$ cat config.mk
export PLATFORM = sky130hd
export DESIGN_NAME = pifrs_dev_flat
export DESIGN_NICKNAME = d
export VERILOG_FILES = /design/src/include/pifrs_pkg.sv /design/src/include/pifrs_if.sv /design/src/rtl/pifrs_flag_cell.sv /design/src/rtl/pifrs_dev.sv /design/src/flat_wrapper.sv
export SDC_FILE = /design/constraint.sdc
export NUM_CORES = 1
export LEC_CHECK = 0
export ABC_AREA = 1
export BUFFER_PORTS_ARGS = -buffer_cell sky130_fd_sc_hd__buf_2
export CAP_MARGIN = 30
export CORE_AREA = 2 2 52 103
export DETAILED_ROUTE_END_ITERATION = 10
export DIE_AREA = 0 0 54 105
export GPL_TIMING_DRIVEN = 0
export PLACE_DENSITY = 0.56
export SYNTH_ARGS = -nofsm -noshare
export SYNTH_HDL_FRONTEND = slang
export SYNTH_SLANG_ARGS = --single-unit
$ cat constraint.sdc
create_clock -name ref_clk_i -period 0.9 [get_ports ref_clk_i]
set_input_delay 0.18 -clock ref_clk_i [delete_from_list [all_inputs] [get_ports ref_clk_i]]
set_output_delay 0.18 -clock ref_clk_i [all_outputs]
set_load 0.01 [all_outputs]
$ cat src/include/pifrs_pkg.sv
// package for the peripheral interrupt flag and reset status bank
// assumes an 8-bit data space with byte-wide registers
package pifrs_pkg;

    localparam int unsigned ADDR_W = 8;
    localparam int unsigned DATA_W = 8;

    // data-space register addresses
    localparam logic [ADDR_W-1:0] ADDR_CORE_IRQ_CTRL = 8'h0b;
    localparam logic [ADDR_W-1:0] ADDR_PERIPH_FLAGS  = 8'h0c;
    localparam logic [ADDR_W-1:0] ADDR_NVM_FLAG      = 8'h0d;
    localparam logic [ADDR_W-1:0] ADDR_PERIPH_ENABLE = 8'h8c;
    localparam logic [ADDR_W-1:0] ADDR_NVM_ENABLE    = 8'h8d;
    localparam logic [ADDR_W-1:0] ADDR_RESET_CAUSE   = 8'h8e;
    // an enable register maps onto its flag register by dropping the bank bit
    localparam logic [ADDR_W-1:0] ENABLE_TO_FLAG_MASK = 8'h7f;

    // bit positions
    localparam int unsigned BIT_PARALLEL = 7;
    localparam int unsigned BIT_CONV     = 6;
    localparam int unsigned BIT_RX       = 5;
    localparam int unsigned BIT_TX       = 4;
    localparam int unsigned BIT_CCP      = 2;
    localparam int unsigned BIT_PERIOD   = 1;
    localparam int unsigned BIT_OVF      = 0;
    localparam int unsigned BIT_NVM      = 4;
    localparam int unsigned BIT_POR      = 1;
    localparam int unsigned BIT_BROWNOUT = 0;
    localparam int unsigned BIT_GLOBAL   = 7;
    localparam int unsigned BIT_PERIPH   = 6;

    // implemented-bit masks
    localparam logic [DATA_W-1:0] PERIPH_FLAG_RW_MASK = 8'hc7;
    localparam logic [DATA_W-1:0] PERIPH_ENABLE_MASK  = 8'hf7;
    localparam logic [DATA_W-1:0] NVM_MASK            = 8'h10;
    localparam logic [DATA_W-1:0] RESET_CAUSE_MASK    = 8'h03;
    localparam logic [DATA_W-1:0] CORE_IRQ_MASK       = 8'hc0;
    localparam logic [DATA_W-1:0] PARALLEL_KEEP_MASK  = 8'h7f;

    // reset values
    localparam logic [DATA_W-1:0] REG_RST         = 8'h00;
    localparam logic [DATA_W-1:0] RESET_CAUSE_RST = 8'h01;
    localparam logic [DATA_W-1:0] RESET_CAUSE_ARM = 8'h03;

    // controller software registers
    localparam int unsigned        SW_ADDR_W       = 3;
    localparam logic [SW_ADDR_W-1:0] SW_REG_TARGET = 3'h0;
    localparam logic [SW_ADDR_W-1:0] SW_REG_DATA   = 3'h1;
    localparam logic [SW_ADDR_W-1:0] SW_REG_CTRL   = 3'h2;
    localparam logic [SW_ADDR_W-1:0] SW_REG_STATUS = 3'h3;
    localparam logic [SW_ADDR_W-1:0] SW_REG_RESULT = 3'h4;
    localparam logic [SW_ADDR_W-1:0] SW_REG_CAUSE  = 3'h5;
    localparam logic [SW_ADDR_W-1:0] SW_REG_CFG    = 3'h6;
    localparam int unsigned CTRL_WRITE  = 0;
    localparam int unsigned CTRL_READ   = 1;
    localparam int unsigned CTRL_ENABLE = 2;
    localparam int unsigned STAT_BUSY   = 0;
    localparam int unsigned STAT_IRQ    = 1;
    localparam int unsigned CFG_HAS_PARALLEL = 0;

    typedef enum logic [1:0] {
        CCP_OFF,
        CCP_CAPTURE,
        CCP_COMPARE,
        CCP_PWM
    } pifrs_ccp_mode_t;

endpackage

$ cat src/include/pifrs_if.sv
// carrier between the register bank and its core/peripheral side
// assumes one common clock; no clocking block
`timescale 1ns/10ps
`default_nettype none
interface pifrs_if;
    import pifrs_pkg::*;

    logic [ADDR_W-1:0] addr;
    logic              wr;
    logic              rd;
    logic [DATA_W-1:0] wdata;
    logic [DATA_W-1:0] rdata;
    logic              evt_parallel;
    logic              evt_conv_done;
    logic              rx_buf_full;
    logic              tx_buf_empty;
    logic              evt_capture;
    logic              evt_compare;
    pifrs_ccp_mode_t   ccp_mode;
    logic              evt_period_match;
    logic              evt_wide_overflow;
    logic              evt_nvm_done;
    logic              evt_brownout;
    logic              irq_req;

    modport dev (
        input  addr, wr, rd, wdata, evt_parallel, evt_conv_done, rx_buf_full, tx_buf_empty,
               evt_capture, evt_compare, ccp_mode, evt_period_match, evt_wide_overflow,
               evt_nvm_done, evt_brownout,
        output rdata, irq_req
    );

    modport host (
        output addr, wr, rd, wdata, evt_parallel, evt_conv_done, rx_buf_full, tx_buf_empty,
               evt_capture, evt_compare, ccp_mode, evt_period_match, evt_wide_overflow,
               evt_nvm_done, evt_brownout,
        input  rdata, irq_req
    );
endinterface
`default_nettype wire

$ cat src/rtl/pifrs_flag_cell.sv
// one sticky interrupt flag bit
// assumes set, write strobe and data all on the same clock
`timescale 1ns/10ps
`default_nettype none
module pifrs_flag_cell (
    input  wire logic ref_clk_i,
    input  wire logic rst_b_i,
    input  wire logic set_i,
    input  wire logic wr_i,
    input  wire logic wdata_i,
    output var  logic flag_o
);
    logic flag_d;

    always_comb begin
        flag_d = flag_o;
        if (wr_i) begin
            flag_d = wdata_i;
        end
        if (set_i) begin
            flag_d = 1'b1;               // event beats a clear
        end
    end

    always_ff @(posedge ref_clk_i or negedge rst_b_i) begin
        if (!rst_b_i) begin
            flag_o <= 1'b0;
        end else begin
            flag_o <= flag_d;
        end
    end
endmodule // pifrs_flag_cell

$ cat src/rtl/pifrs_dev.sv
// register bank: peripheral flags, enables, core irq gating, reset cause
// assumes rst_b_i is the power-on reset; other resets arrive as events
//
// Overview of operation
// - flags latch regardless of any enable
// - software clears flag before enabling it
// - parallel-port flag bit 7, software cleared
// - conversion-done flag bit 6
// - read-only bit 5 follows receive buffer
// - read-only bit 4 follows transmit buffer
// - capture sets bit 2, software cleared
// - compare sets bit 2; PWM unused
// - bit 1 sets on period match
// - bit 0 sets on wide-timer overflow
// - unimplemented bits ignore writes, read zero
// - software keeps parallel flag zero without port
// - second enable: bit 4 only
// - write-complete flag bit 4, software cleared
// - power-on clears bit 1; software sets
// - brown-out clears bit 0; software sets
// - brown-out bit meaningless when detector off
// - per-flag enables gate each request
// - peripheral enable gates all peripheral requests
// - global enable gates every request
`timescale 1ns/10ps
`default_nettype none
module pifrs_dev
    import pifrs_pkg::*;
(
    input  wire logic ref_clk_i,
    input  wire logic rst_b_i,
    pifrs_if.dev      bus,
    input  wire logic brownout_detector_enable_i,
    output var  logic irq_request_o
);
    logic [DATA_W-1:0] core_irq_q;
    logic [DATA_W-1:0] periph_enable_q;
    logic [DATA_W-1:0] nvm_enable_q;
    logic [DATA_W-1:0] reset_cause_q;
    logic [DATA_W-1:0] reset_cause_d;
    logic [DATA_W-1:0] flag_set;
    logic [DATA_W-1:0] flag_q;
    logic [DATA_W-1:0] periph_flags_rd;
    logic              nvm_flag_q;
    logic [DATA_W-1:0] nvm_flag_rd;
    logic [DATA_W-1:0] rdata_d;
    logic [DATA_W-1:0] rdata_q;
    logic              irq_q;
    logic              ccp_set;
    logic              wr_flags;
    logic              wr_nvm_flag;
    logic              periph_pending;

    assign wr_flags    = bus.wr && (bus.addr == ADDR_PERIPH_FLAGS);
    assign wr_nvm_flag = bus.wr && (bus.addr == ADDR_NVM_FLAG);

    // capture/compare source depends on the unit's mode
    always_comb begin
        ccp_set = 1'b0;
        case (bus.ccp_mode)
            CCP_CAPTURE: ccp_set = bus.evt_capture;
            CCP_COMPARE: ccp_set = bus.evt_compare;
            CCP_PWM:     ccp_set = 1'b0;
            default:     ccp_set = 1'b0;
        endcase
    end

    always_comb begin
        flag_set               = REG_RST;
        flag_set[BIT_PARALLEL] = bus.evt_parallel;
        flag_set[BIT_CONV]     = bus.evt_conv_done;
        flag_set[BIT_CCP]      = ccp_set;
        flag_set[BIT_PERIOD]   = bus.evt_period_match;
        flag_set[BIT_OVF]      = bus.evt_wide_overflow;
    end

    // sticky cells only where the bit is writable; the rest stay zero
    for (genvar i = 0; i < DATA_W; i++) begin : g_flag
        if (PERIPH_FLAG_RW_MASK[i]) begin : g_cell
            pifrs_flag_cell u_cell (
                .ref_clk_i (ref_clk_i),
                .rst_b_i   (rst_b_i),
                .set_i     (flag_set[i]),
                .wr_i      (wr_flags),
                .wdata_i   (bus.wdata[i]),
                .flag_o    (flag_q[i])
            );
        end else begin : g_none
            assign flag_q[i] = 1'b0;
        end
    end

    pifrs_flag_cell u_nvm_flag (
        .ref_clk_i (ref_clk_i),
        .rst_b_i   (rst_b_i),
        .set_i     (bus.evt_nvm_done),
        .wr_i      (wr_nvm_flag),
        .wdata_i   (bus.wdata[BIT_NVM]),
        .flag_o    (nvm_flag_q)
    );

    // buffer state bits are live, so writes cannot touch them
    always_comb begin
        periph_flags_rd         = flag_q;
        periph_flags_rd[BIT_RX] = bus.rx_buf_full;
        periph_flags_rd[BIT_TX] = bus.tx_buf_empty;
        nvm_flag_rd             = REG_RST;
        nvm_flag_rd[BIT_NVM]    = nvm_flag_q;
    end

    always_ff @(posedge ref_clk_i or negedge rst_b_i) begin
        if (!rst_b_i) begin
            core_irq_q <= REG_RST;
        end else if (bus.wr && bus.addr == ADDR_CORE_IRQ_CTRL) begin
            core_irq_q <= bus.wdata & CORE_IRQ_MASK;
        end
    end

    always_ff @(posedge ref_clk_i or negedge rst_b_i) begin
        if (!rst_b_i) begin
            periph_enable_q <= REG_RST;
        end else if (bus.wr && bus.addr == ADDR_PERIPH_ENABLE) begin
            periph_enable_q <= bus.wdata & PERIPH_ENABLE_MASK;
        end
    end

    always_ff @(posedge ref_clk_i or negedge rst_b_i) begin
        if (!rst_b_i) begin
            nvm_enable_q <= REG_RST;
        end else if (bus.wr && bus.addr == ADDR_NVM_ENABLE) begin
            nvm_enable_q <= bus.wdata & NVM_MASK;
        end
    end

    // power-on status only falls under the power-on reset itself;
    // a brown-out with the detector off leaves the bit as it was,
    // which is why software must not trust it then
    always_comb begin
        reset_cause_d = reset_cause_q;
        if (bus.wr && bus.addr == ADDR_RESET_CAUSE) begin
            reset_cause_d = bus.wdata & RESET_CAUSE_MASK;
        end
        if (bus.evt_brownout && brownout_detector_enable_i) begin
            reset_cause_d[BIT_BROWNOUT] = 1'b0;
        end
    end

    always_ff @(posedge ref_clk_i or negedge rst_b_i) begin
        if (!rst_b_i) begin
            reset_cause_q <= RESET_CAUSE_RST;
        end else begin
            reset_cause_q <= reset_cause_d;
        end
    end

    // read data is registered: it stands the cycle after the strobe
    always_comb begin
        rdata_d = REG_RST;
        case (bus.addr)
            ADDR_CORE_IRQ_CTRL: rdata_d = core_irq_q;
            ADDR_PERIPH_FLAGS:  rdata_d = periph_flags_rd;
            ADDR_NVM_FLAG:      rdata_d = nvm_flag_rd;
            ADDR_PERIPH_ENABLE: rdata_d = periph_enable_q;
            ADDR_NVM_ENABLE:    rdata_d = nvm_enable_q;
            ADDR_RESET_CAUSE:   rdata_d = reset_cause_q;
            default:            rdata_d = REG_RST;
        endcase
    end

    always_ff @(posedge ref_clk_i or negedge rst_b_i) begin
        if (!rst_b_i) begin
            rdata_q <= REG_RST;
        end else if (bus.rd) begin
            rdata_q <= rdata_d;
        end else begin
            rdata_q <= REG_RST;
        end
    end

    assign periph_pending = |(periph_flags_rd & periph_enable_q)
                          | |(nvm_flag_rd & nvm_enable_q);

    always_ff @(posedge ref_clk_i or negedge rst_b_i) begin
        if (!rst_b_i) begin
            irq_q <= 1'b0;
        end else begin
            irq_q <= core_irq_q[BIT_GLOBAL]
                   && core_irq_q[BIT_PERIPH]
                   && periph_pending;
        end
    end

    assign bus.rdata     = rdata_q;
    assign bus.irq_req   = irq_q;

    always_ff @(posedge ref_clk_i or negedge rst_b_i) begin
        if (!rst_b_i) begin
            irq_request_o <= 1'b0;
        end else begin
            irq_request_o <= irq_q;
        end
    end
endmodule // pifrs_dev
`default_nettype wire

$ cat src/flat_wrapper.sv
// flat-port wrapper written by rule: the top's interface ports become plain ports
module pifrs_dev_flat import pifrs_pkg::*;
  (ref_clk_i, rst_b_i, brownout_detector_enable_i, irq_request_o, bus_addr, bus_wr, bus_rd, bus_wdata, bus_evt_parallel, bus_evt_conv_done, bus_rx_buf_full, bus_tx_buf_empty, bus_evt_capture, bus_evt_compare, bus_ccp_mode, bus_evt_period_match, bus_evt_wide_overflow, bus_evt_nvm_done, bus_evt_brownout, bus_rdata, bus_irq_req);
  pifrs_if bus_i ();
  input  wire logic ref_clk_i;
  input  wire logic rst_b_i;
  input  wire logic brownout_detector_enable_i;
  output var  logic irq_request_o;
  input wire logic [$bits(bus_i.addr)-1:0] bus_addr;
  input wire logic [$bits(bus_i.wr)-1:0] bus_wr;
  input wire logic [$bits(bus_i.rd)-1:0] bus_rd;
  input wire logic [$bits(bus_i.wdata)-1:0] bus_wdata;
  input wire logic [$bits(bus_i.evt_parallel)-1:0] bus_evt_parallel;
  input wire logic [$bits(bus_i.evt_conv_done)-1:0] bus_evt_conv_done;
  input wire logic [$bits(bus_i.rx_buf_full)-1:0] bus_rx_buf_full;
  input wire logic [$bits(bus_i.tx_buf_empty)-1:0] bus_tx_buf_empty;
  input wire logic [$bits(bus_i.evt_capture)-1:0] bus_evt_capture;
  input wire logic [$bits(bus_i.evt_compare)-1:0] bus_evt_compare;
  input wire logic [$bits(bus_i.ccp_mode)-1:0] bus_ccp_mode;
  input wire logic [$bits(bus_i.evt_period_match)-1:0] bus_evt_period_match;
  input wire logic [$bits(bus_i.evt_wide_overflow)-1:0] bus_evt_wide_overflow;
  input wire logic [$bits(bus_i.evt_nvm_done)-1:0] bus_evt_nvm_done;
  input wire logic [$bits(bus_i.evt_brownout)-1:0] bus_evt_brownout;
  output wire logic [$bits(bus_i.rdata)-1:0] bus_rdata;
  output wire logic [$bits(bus_i.irq_req)-1:0] bus_irq_req;
  assign bus_i.addr = bus_addr;
  assign bus_i.wr = bus_wr;
  assign bus_i.rd = bus_rd;
  assign bus_i.wdata = bus_wdata;
  assign bus_i.evt_parallel = bus_evt_parallel;
  assign bus_i.evt_conv_done = bus_evt_conv_done;
  assign bus_i.rx_buf_full = bus_rx_buf_full;
  assign bus_i.tx_buf_empty = bus_tx_buf_empty;
  assign bus_i.evt_capture = bus_evt_capture;
  assign bus_i.evt_compare = bus_evt_compare;
  assign bus_i.ccp_mode = bus_ccp_mode;
  assign bus_i.evt_period_match = bus_evt_period_match;
  assign bus_i.evt_wide_overflow = bus_evt_wide_overflow;
  assign bus_i.evt_nvm_done = bus_evt_nvm_done;
  assign bus_i.evt_brownout = bus_evt_brownout;
  assign bus_rdata = bus_i.rdata;
  assign bus_irq_req = bus_i.irq_req;
  pifrs_dev u_core (.ref_clk_i(ref_clk_i), .rst_b_i(rst_b_i), .bus(bus_i), .brownout_detector_enable_i(brownout_detector_enable_i), .irq_request_o(irq_request_o));
endmodule
==> out/qor.yml, run 1 <==
status:
  status: "finished with violations"
  violations: "negative hold slack, negative setup slack"
drt:
  drtIter0Drc: 22
  via_count: 1349
  wl_per_cell_um: 12.3
  ant_nets: 0
  via_per_inst: 4.56
  dr.pass1.iters: 4
  drt-total-wl_mm: 3.65
  remaining_drc_errors: 0
timing:
  tightest_slew_ns: 0.614
  slew_viol_final: 0
  period_minus_slack_ns: 0.971
  rsz0062_at_grt: "true"
  setup_slack_ns: -0.0713
  fmax_mhz: 1030
  finClkSkew_ns: 0.00907
  setup_viol: 10
  finalCritPeriodShare: 1.08
  maxSlewHeadroom: 0.591
  final_hold_viol_count: 26
  hold_ws_ns: -0.105
global_routing:
  grt_util_met3: 0.0157
  antenna_found_initial: 0
  grt_pass1_wl_mm: 5.66
  met2_usage: 0.252
  grt_max_degree: 28
  track_usage: 0.135
  gr-total-overflow: 0
  use_met1: 0.133
  top_usage_layer: "met2"
  grt_pass1_vias: 1291
placement:
  port_buffers: 39
  place_area_um2: 1750
  gp_congestion: 0.770
  hpwlAfterDp_mm: 2.69
logic_synthesis:
  yosysUniqueCellTypes: 23
  yosys_warnings: 0
  ys_ff_latch: 27
  synth_xor_area_frac: 0
  synth_top_family_by_area: "simple AND/OR/NAND/NOR gates"
  synth-compound-area-share: 0.0473
  synthMuxAreaShare: 0
  synth_fa_ha_area_frac: 0.0175
  postSynthNetCount: 220
  ys_seq_area_frac: 0.474
  synth-simple-area-share: 0.366
  netlist_instances: 185
  syn_avg_cell_area_um2: 7.72
  syn_area_um2: 1430
critical_path:
  crit_buf_inv: 1
  cp-end-kind: "output port"
  reg2reg_depth: 4
  crit_family: "flip-flops"
  critical_path.slowest_cell: "dfrtp_1"
  startpoint_type: "flip-flop"
  rrSetupSlack_ns: -0.02
  path_max_fanout: 2
  crit_path_cell_trace: "buf_2"
  critPathRequiredTime_ns: 0.72
  max_stage_delay_ns: 0.38
  timing.rr.start: "u_core.g_flag[6].g_cell.u_cell.flag_o"
  setup.worst_path.class: "flip-flop to output port"
  crit_arrival_ns: 0.79
  r2r_end: "u_core.bus.irq_req"
cts:
  numClockSinks: 27
  htree_levels: 1
  root_buffer: "clkbuf_8"
  clk_pin_slew_ns: 0.09
  clkLatencyLatePin_ns: 0.29
  cts_made_buffers: 3
  cts_buffer_depth: 2
  cts_tree: "built"
final_layout:
  final_util: 0.408
  area_growth_pct: 39.0
  final_nets: 275
  final_layout_size_suffix_gt1_frac: 0.393
  antenna_cells: 0
  final_area_um2: 1980
floorplanning:
  io_pins: 43
  start_util: 0.293
  row_count: 36
  core-area_um2: 4860
  die_area_um2: 5670
  die_x_um: 54
  die_y_um: 105
power_and_ir_drop:
  total_power_uw: 2320
  ir_drop_v: 0.000704
  power_density_nw_per_um2: 1170
  leakagePower_uw: 0.00106
run:
  drv_cap: 0
worst_hold_path:
  hold_path.class: "input pin to async pin"
worst max-delay path by stage:
stage	from	endpoint	cells after the start
floorplan	bus_addr[5]	u_core.periph_enable_q[4]	8
global placement	bus_addr[5]	u_core.g_flag[1].g_cell.u_cell.flag_o	9
detailed placement	bus_addr[0]	u_core.g_flag[2].g_cell.u_cell.flag_o	9
CTS	u_core.bus.irq_req	bus_irq_req	1
global route	u_core.bus.irq_req	bus_irq_req	1
finish	u_core.bus.irq_req	bus_irq_req	1
synthesized netlist by cell type:
| cell | number | area share |
|---|---|---|
| o31ai_1 | 1 | 0.0053 |
| nand2_1 | 63 | 0.17 |
| inv_1 | 22 | 0.058 |
| o21ai_2 | 2 | 0.012 |
| dfrtp_1 | 26 | 0.46 |
| conb_1 | 1 | 0.0026 |
| nand2_2 | 2 | 0.0088 |
| o21ai_0 | 4 | 0.014 |
| dfstp_2 | 1 | 0.018 |
| and2_1 | 1 | 0.0044 |
| ha_1 | 2 | 0.018 |
| a21oi_1 | 3 | 0.011 |
| a21o_1 | 1 | 0.0053 |
| nor2_1 | 11 | 0.029 |
| nand3_1 | 33 | 0.12 |
| buf_6 | 1 | 0.0079 |
| nor2_4 | 1 | 0.0079 |
| nand3b_1 | 1 | 0.0053 |
| nand4_1 | 1 | 0.0044 |
| nand2_8 | 1 | 0.014 |
| nand3_2 | 1 | 0.0070 |
| nor2_2 | 1 | 0.0044 |
| buf_4 | 5 | 0.026 |
flip-flops by register name, summed over array words and instances, names as in the netlist:
| name | cells |
|---|---|
| u_core.bus.rdata | 7 |
| u_core.periph_enable_q | 7 |
| u_core.g_flag.g_cell.u_cell.flag_o | 5 |
| u_core.core_irq_q | 2 |
| u_core.reset_cause_q | 2 |
| u_core.bus.irq_req | 1 |
| u_core.irq_request_o | 1 |
| u_core.nvm_enable_q | 1 |
| u_core.u_nvm_flag.flag_o | 1 |
layout by cell type, fill, tap and decap left out, types with 2 or more instances in the layout:
master,netlist,final
nand2_1,63,56
buf_2,0,37
nand3_1,33,29
dfrtp_1,26,26
inv_1,22,16
buf_6,1,10
nand2_2,2,7
buf_4,5,7
nor2_1,11,5
nand3_2,1,5
nor2_4,1,4
nor2_2,1,4
nand2_4,0,3
o21ai_1,0,3
clkbuf_8,0,3
inv_6,0,2
a21oi_1,3,2
o21ai_2,2,2
ha_1,2,2
repair_timing:
action,4_1_cts,5_1_grt
setup buffers,4,5
pin swaps,0,13
hold endpoints to repair,26,26
gates cloned,0,3
gates resized for setup,2,28
endpoints found under the setup margin,15,28
cell type report:
| cell class | count | area (um2) |
|---|---|---|
| buffer | 5 | 45.0 |
| clock buffer | 3 | 41.3 |
| clock inverter | 1 | 7.51 |
| fill | 525 | 2880 |
| inverter | 22 | 115 |
| multi-input combinational | 132 | 722 |
| sequential | 27 | 677 |
| tap | 57 | 71.3 |
| timing repair buffer | 49 | 305 |
stage by stage:
step	setup TNS [ns]	setup slack (ns)	std cells	hold WS [ns]
after floorplan	-0.00305	-0.00215	185	-0.116
after global placement	-6.07	-0.323	281	0.233
after detailed placement	-6.30	-0.354	281	0.230
after CTS	-0.580	-0.0815	289	-0.0770
after global routing	-0.989	-0.106	296	-0.0445
final	-0.570	-0.0713	296	-0.105
routing by layer:
metal,routed length (um),up-vias
met1,1240,615
li1,-,691
met5,0,-
met2,2120,33
met4,178,0
met3,117,10
where the power goes:
group,internal [uW],switching (uW),total (uW),leakage (uW)
clock,316,417,733,0.0000217
combinational,136,192,328,0.000699
sequential,1240,18.9,1260,0.000340
total,1690,628,2320,0.00106
cell families after synthesis:
| kind of cell | after synthesis |
|---|---|
| AOI/OAI and AO/OA | 11 |
| adders and majority gates | 2 |
| buffers and inverters | 28 |
| DFF | 27 |
| other | 1 |
| and+or+nand+nor | 116 |
Power figures use the tool's default switching activity.
==> inputs of run 2 (changes only) <==
- CTS_BUF_LIST: default -> sky130_fd_sc_hd__clkbuf_4
==> run 2 against run 1 <==
  * The run ends with negative setup slack left
  * Core utilization is 1.3 points lower
  * Global-route usage decreased by 0.17 points
  * Count of clock-buffer cells in the layout is the same
  * Sequential power hardly changed
  * Clock skew up 0.0031 ns
  * Critical path depth is the same
  * Hold slack better by 0.12 ns
  * Largest power group unchanged
==> out/qor.yml, run 2 (same netlist as run 1, synthesis figures left out) <==
status:
  status: "finished with violations"
  violations: "negative setup slack"
cts:
  numClockSinks: 27  # unchanged
  root_buffer: "clkbuf_4"
  cts_made_buffers: 3  # unchanged
  htree_levels: 1  # unchanged
  clk_pin_slew_ns: 0.16  # +0.07 ns
  clkLatencyLatePin_ns: 0.35  # +0.06 ns
  cts_tree: "built"
  cts_buffer_depth: 2  # unchanged
floorplanning:
  io_pins: 43  # unchanged
  die_area_um2: 5670  # unchanged
  start_util: 0.293  # unchanged
  die_x_um: 54  # unchanged
  core-area_um2: 4860  # unchanged
  row_count: 36  # unchanged
  die_y_um: 105  # unchanged
timing:
  hold_ws_ns: 0.0109  # +0.116 ns
  rsz0062_at_grt: "true"
  fmax_mhz: 954  # -7.3%
  finClkSkew_ns: 0.0122  # +0.00312 ns
  finalCritPeriodShare: 1.16  # +0.0852
  period_minus_slack_ns: 1.05  # +0.0767 ns
  setup_viol: 10  # unchanged
  final_hold_viol_count: 0  # -100%
  slew_viol_final: 0  # unchanged
  setup_slack_ns: -0.148  # -0.0767 ns
global_routing:
  grt_max_degree: 28  # unchanged
  gr-total-overflow: 0  # unchanged
  track_usage: 0.134  # -0.00166
  grt_pass1_vias: 1310  # +1.5%
  antenna_found_initial: 0  # unchanged
  grt_pass1_wl_mm: 5.66  # +0.11%
drt:
  via_per_inst: 4.43  # -2.8%
  ant_nets: 0  # unchanged
  dr.pass1.iters: 4  # unchanged
  drt-total-wl_mm: 3.41  # -6.5%
  drtIter0Drc: 14  # -36%
  via_count: 1298  # -3.8%
  remaining_drc_errors: 0  # unchanged
  wl_per_cell_um: 11.6  # -5.6%
critical_path:
  path_max_fanout: 2  # unchanged
  critical_path.slowest_cell: "dfrtp_1"
  cp-end-kind: "output port"
  max_stage_delay_ns: 0.40  # +0.02 ns
  setup.worst_path.class: "flip-flop to output port"
  crit_path_cell_trace: "buf_2"
  crit_arrival_ns: 0.87  # +0.08 ns
  critPathRequiredTime_ns: 0.72  # about the same
  crit_family: "flip-flops"
  crit_buf_inv: 1  # unchanged
  startpoint_type: "flip-flop"
placement:
  post-place-ws_ns: -0.354  # unchanged
  gp_congestion: 0.770  # unchanged
  hpwlAfterDp_mm: 2.69  # unchanged
  port_buffers: 39  # unchanged
worst_hold_path:
  hold_path.class: "input pin to flip-flop"
final_layout:
  final_nets: 272  # -1.1%
  layout_common_cells: "nand2_1 (59), buf_2 (35), nand3_1 (27), dfrtp_1 (26), inv_1 (17)"
  antenna_cells: 0  # unchanged
  area_growth_pct: 34.5
  final_layout_size_suffix_gt1_frac: 0.360  # -0.0331
  final_common_cell: "nand2_1"
  fillCellCount: 526  # +0.19%
power_and_ir_drop:
  power_density_nw_per_um2: 1110  # -4.6%
  leakagePower_uw: 0.00104  # -1.7%
  ir_drop_v: 0.000596  # -15%
run:
  drv_cap: 0  # unchanged
run 2: cell count changes in the layout (fill, tap and decap cells not counted), sizes merged:
| cell | before | now |
|---|---|---|
| clkbuf | 3 | 4 |
| nand2 | 67 | 66 |
| dlygate4sd3 | 0 | 1 |
| and2 | 2 | 1 |
| buf | 54 | 51 |
run 2: report_power, final:
part           internal [uW]  switching, uW
combinational            131            180
sequential              1240           18.6
clock                    171            401
total                   1540            599
run 2: final timing paths:
path | cells after the start | end | start | slack (ns)
worst max-delay path | 1 | bus_irq_req | u_core.bus.irq_req | -0.15
worst min-delay path | 3 | u_core.g_flag[1].g_cell.u_cell.flag_o | bus_evt_period_match | 0.01
worst max register to register | 4 | u_core.bus.irq_req | u_core.periph_enable_q[5] | -0.03
worst min register to register | 0 | u_core.irq_request_o | u_core.bus.irq_req | 0.39
max in group asynchronous | 2 | u_core.reset_cause_q[0] | rst_b_i | 0.28
min in group asynchronous | 2 | u_core.g_flag[7].g_cell.u_cell.flag_o | rst_b_i | 0.31
run 2: cell type report:
type	count	area (um2)	share of cell area
clock inverter	1	7.51	0.00391
timing repair buffer	47	294	0.153
sequential	27	677	0.352
multi-input combinational	130	683	0.356
buffer	6	52.6	0.0274
clock buffer	3	22.5	0.0117
inverter	22	113	0.0586
tap	57	71.3	0.0371
run 2: routing by layer:
layer  vias up  global-route usage  wire [um]
li1        682                   -          -
met1       582               0.131       1220
met2        29               0.257       2020
met3         5              0.0114        105
met4         0              0.0589         73
met5         -                   0          0
run 2: what timing repair did:
item,4_1_cts,5_1_grt
hold endpoints to repair,26,0
hold buffers,1,0
endpoints found under the setup margin,10,44
setup buffers,4,3
resized for setup,1,18
pin swaps,0,6
run 2: through the flow:
stage               cells  setup TNS, ns  total power [uW]  utilization  instance area (um2)
floorplan             185       -0.00305              1410            -                 1480
global route          293          -1.80              2240        0.395                 1920
finish                293          -1.29              2140        0.395                 1920
detailed placement    281          -6.30              1560        0.360                 1750
global placement      281          -6.07              1560        0.360                 1750
CTS                   290          -1.33              2150        0.374                 1820
==> inputs of run 3 (changes only) <==
- PLACE_DENSITY: 0.56 -> default
==> run 3 against run 2 <==
  * The run still ends with negative setup slack left
  * Die area unchanged
  * Via count up 1.9%
  * Count of clock-buffer cells in the layout unchanged
  * Fmax down 0.48%
  * Non-clock buffer count up 2
  * Sequential share of layout area up 0.42 points
  * Hold slack better by 0.0080 ns
  * Routed wire length down 2.2%
  * Combinational power down 3%
  * Critical path depth unchanged
  * Critical path type unchanged
  * Critical endpoint unchanged
==> out/qor.yml, run 3 (same netlist as run 1, synthesis figures left out) <==
critical_path:
  setup.worst_path.class: "flip-flop to output port"
  max_stage_delay_ns: 0.40  # about the same
  r2r_end: "u_core.bus.irq_req"
  reg2reg_depth: 4  # unchanged
  crit_family: "flip-flops"
  startpoint_type: "flip-flop"
  cp_num_cells: 1  # unchanged
  crit_arrival_ns: 0.87  # about the same
  rrSetupSlack_ns: -0.02  # about the same
  critical_path.slowest_cell: "dfrtp_1"
  path_max_fanout: 2  # unchanged
  crit_path_cell_trace: "buf_2"
  timing.rr.start: "u_core.g_flag[1].g_cell.u_cell.flag_o"
  crit_buf_inv: 1  # unchanged
  cp-end-kind: "output port"
  critPathRequiredTime_ns: 0.72  # about the same
final_layout:
  final_layout_size_suffix_gt1_frac: 0.357  # -0.00303
  final_common_cell: "nand2_1"
  layout_common_cells: "nand2_1 (59), buf_2 (39), nand3_1 (28), dfrtp_1 (26), inv_1 (17)"
  regArea_um2: 677  # unchanged
  final_util: 0.390  # -0.00463
  final_nets: 274  # +0.74%
  final_cells: 295  # +0.68%
  multi_input_area_um2: 674  # -1.3%
  antenna_cells: 0  # unchanged
  fillCellCount: 531  # +0.95%
  area_growth_pct: 33.0
cts:
  htree_levels: 1  # unchanged
  cts_made_buffers: 3  # unchanged
  clkLatencyLatePin_ns: 0.34  # about the same
  root_buffer: "clkbuf_4"
  cts_tree: "built"
  cts_buffer_depth: 2  # unchanged
  numClockSinks: 27  # unchanged
  clk_pin_slew_ns: 0.15  # about the same
timing:
  rsz0062_at_grt: "true"
  period_minus_slack_ns: 1.05  # +0.00503 ns
  fmax_mhz: 950  # -0.48%
  finalCritPeriodShare: 1.17  # +0.00559
  setup_viol: 10  # unchanged
  maxSlewHeadroom: 0.599
  final_hold_viol_count: 0  # unchanged
  slew_viol_final: 0  # unchanged
  setup_slack_ns: -0.153  # -0.00503 ns
  tightest_slew_ns: 0.602
  hold_ws_ns: 0.0189  # +0.00800 ns
  finClkSkew_ns: 0.00580  # -0.00639 ns
worst_hold_path:
  hp-start: "bus_evt_wide_overflow"
  worst_hold_path.endpoint: "u_core.g_flag[0].g_cell.u_cell.flag_o"
  hold_path.class: "input pin to flip-flop"
  hold_depth: 3  # unchanged
global_routing:
  grt_util_met3: 0.00571  # -0.00571
  met2_usage: 0.250  # -0.00697
  grt_pass1_wl_mm: 5.60  # -1.1%
  antenna_found_initial: 0  # unchanged
  use_met1: 0.131  # -0.000547
  grt_max_degree: 28  # unchanged
  gr-total-overflow: 0  # unchanged
  grt_pass1_vias: 1280  # -2.3%
  top_usage_layer: "met2"
  track_usage: 0.132  # -0.00155
floorplanning:
  die_y_um: 105  # unchanged
  start_util: 0.293  # unchanged
  row_count: 36  # unchanged
  die_x_um: 54  # unchanged
  die_area_um2: 5670  # unchanged
  core-area_um2: 4860  # unchanged
  io_pins: 43  # unchanged
status:
  status: "finished with violations"
  violations: "negative setup slack"
placement:
  post-place-ws_ns: -0.345  # +0.00830 ns
  dp.cells: 281  # unchanged
  port_buffers: 39  # unchanged
  gp_congestion: 0.793  # +3.1%
  hpwlAfterDp_mm: 2.68  # -0.28%
power_and_ir_drop:
  power_density_nw_per_um2: 1110  # about the same
  total_power_uw: 2110  # -1.2%
  ir_drop_v: 0.000510  # -14%
  leakagePower_uw: 0.00104  # about the same
drt:
  drtIter0Drc: 22  # +8
  via_per_inst: 4.48  # +1.2%
  drt-total-wl_mm: 3.34  # -2.2%
  wl_per_cell_um: 11.3  # -2.8%
  via_count: 1323  # +1.9%
  ant_nets: 0  # unchanged
  remaining_drc_errors: 0  # unchanged
  dr.pass1.iters: 4  # unchanged
run:
  drv_cap: 0  # unchanged
-- run 3: worst min-delay path, stage by stage --
cell and delay (ns):
buf_2 0.07, inv_1 0.03, nand3_1 0.06
-- run 3: metal layers --
| layer | up-vias | wire length, um |
|---|---|---|
| met5 | - | 0 |
| met2 | 28 | 2010 |
| met4 | 0 | 91 |
| met3 | 7 | 92 |
| met1 | 604 | 1150 |
| li1 | 684 | - |
-- run 3: power by group --
group          total (uW)  switching [uW]  internal, uW
registers            1260            20.1          1240
clock network         553             382           171
logic                 302             174           127
total                2110             577          1540
-- run 3: worst max path at each step --
stage / endpoint / from / slack, ns
3_3_place_gp: u_core.g_flag[0].g_cell.u_cell.flag_o / bus_addr[5] / -0.33
2_1_floorplan: u_core.periph_enable_q[4] / bus_addr[5] / -0.002
6_report: bus_irq_req / u_core.bus.irq_req / -0.15
3_5_place_dp: u_core.g_flag[6].g_cell.u_cell.flag_o / bus_addr[5] / -0.35
5_1_grt: bus_rdata[2] / u_core.bus.rdata[2] / -0.19
4_1_cts: bus_irq_req / u_core.bus.irq_req / -0.16
-- run 3: cell type report --
type,count,area share
Inverter,22,0.0593
Clock inverter,1,0.00396
Sequential cell,27,0.357
Buffer,6,0.0257
Timing Repair Buffer,49,0.150
Clock buffer,3,0.0119
Tap cell,57,0.0376
Multi-Input combinational cell,130,0.355
-- run 3: repair_timing --
action | 4_1_cts | 5_1_grt
hold buffers | 1 | 0
pin swaps | 0 | 2
setup buffers | 5 | 4
endpoints found under the setup margin | 10 | 16
resized for setup | 0 | 10
endpoints found under the hold margin | 26 | 0
-- run 3: stage by stage --
step | setup TNS [ns] | cell area (um2)
6_report | -1.22 | 1900
5_1_grt | -1.70 | 1900
4_1_cts | -1.29 | 1830
3_5_place_dp | -6.35 | 1750
3_3_place_gp | -5.98 | 1750
2_1_floorplan | -0.00305 | 1480
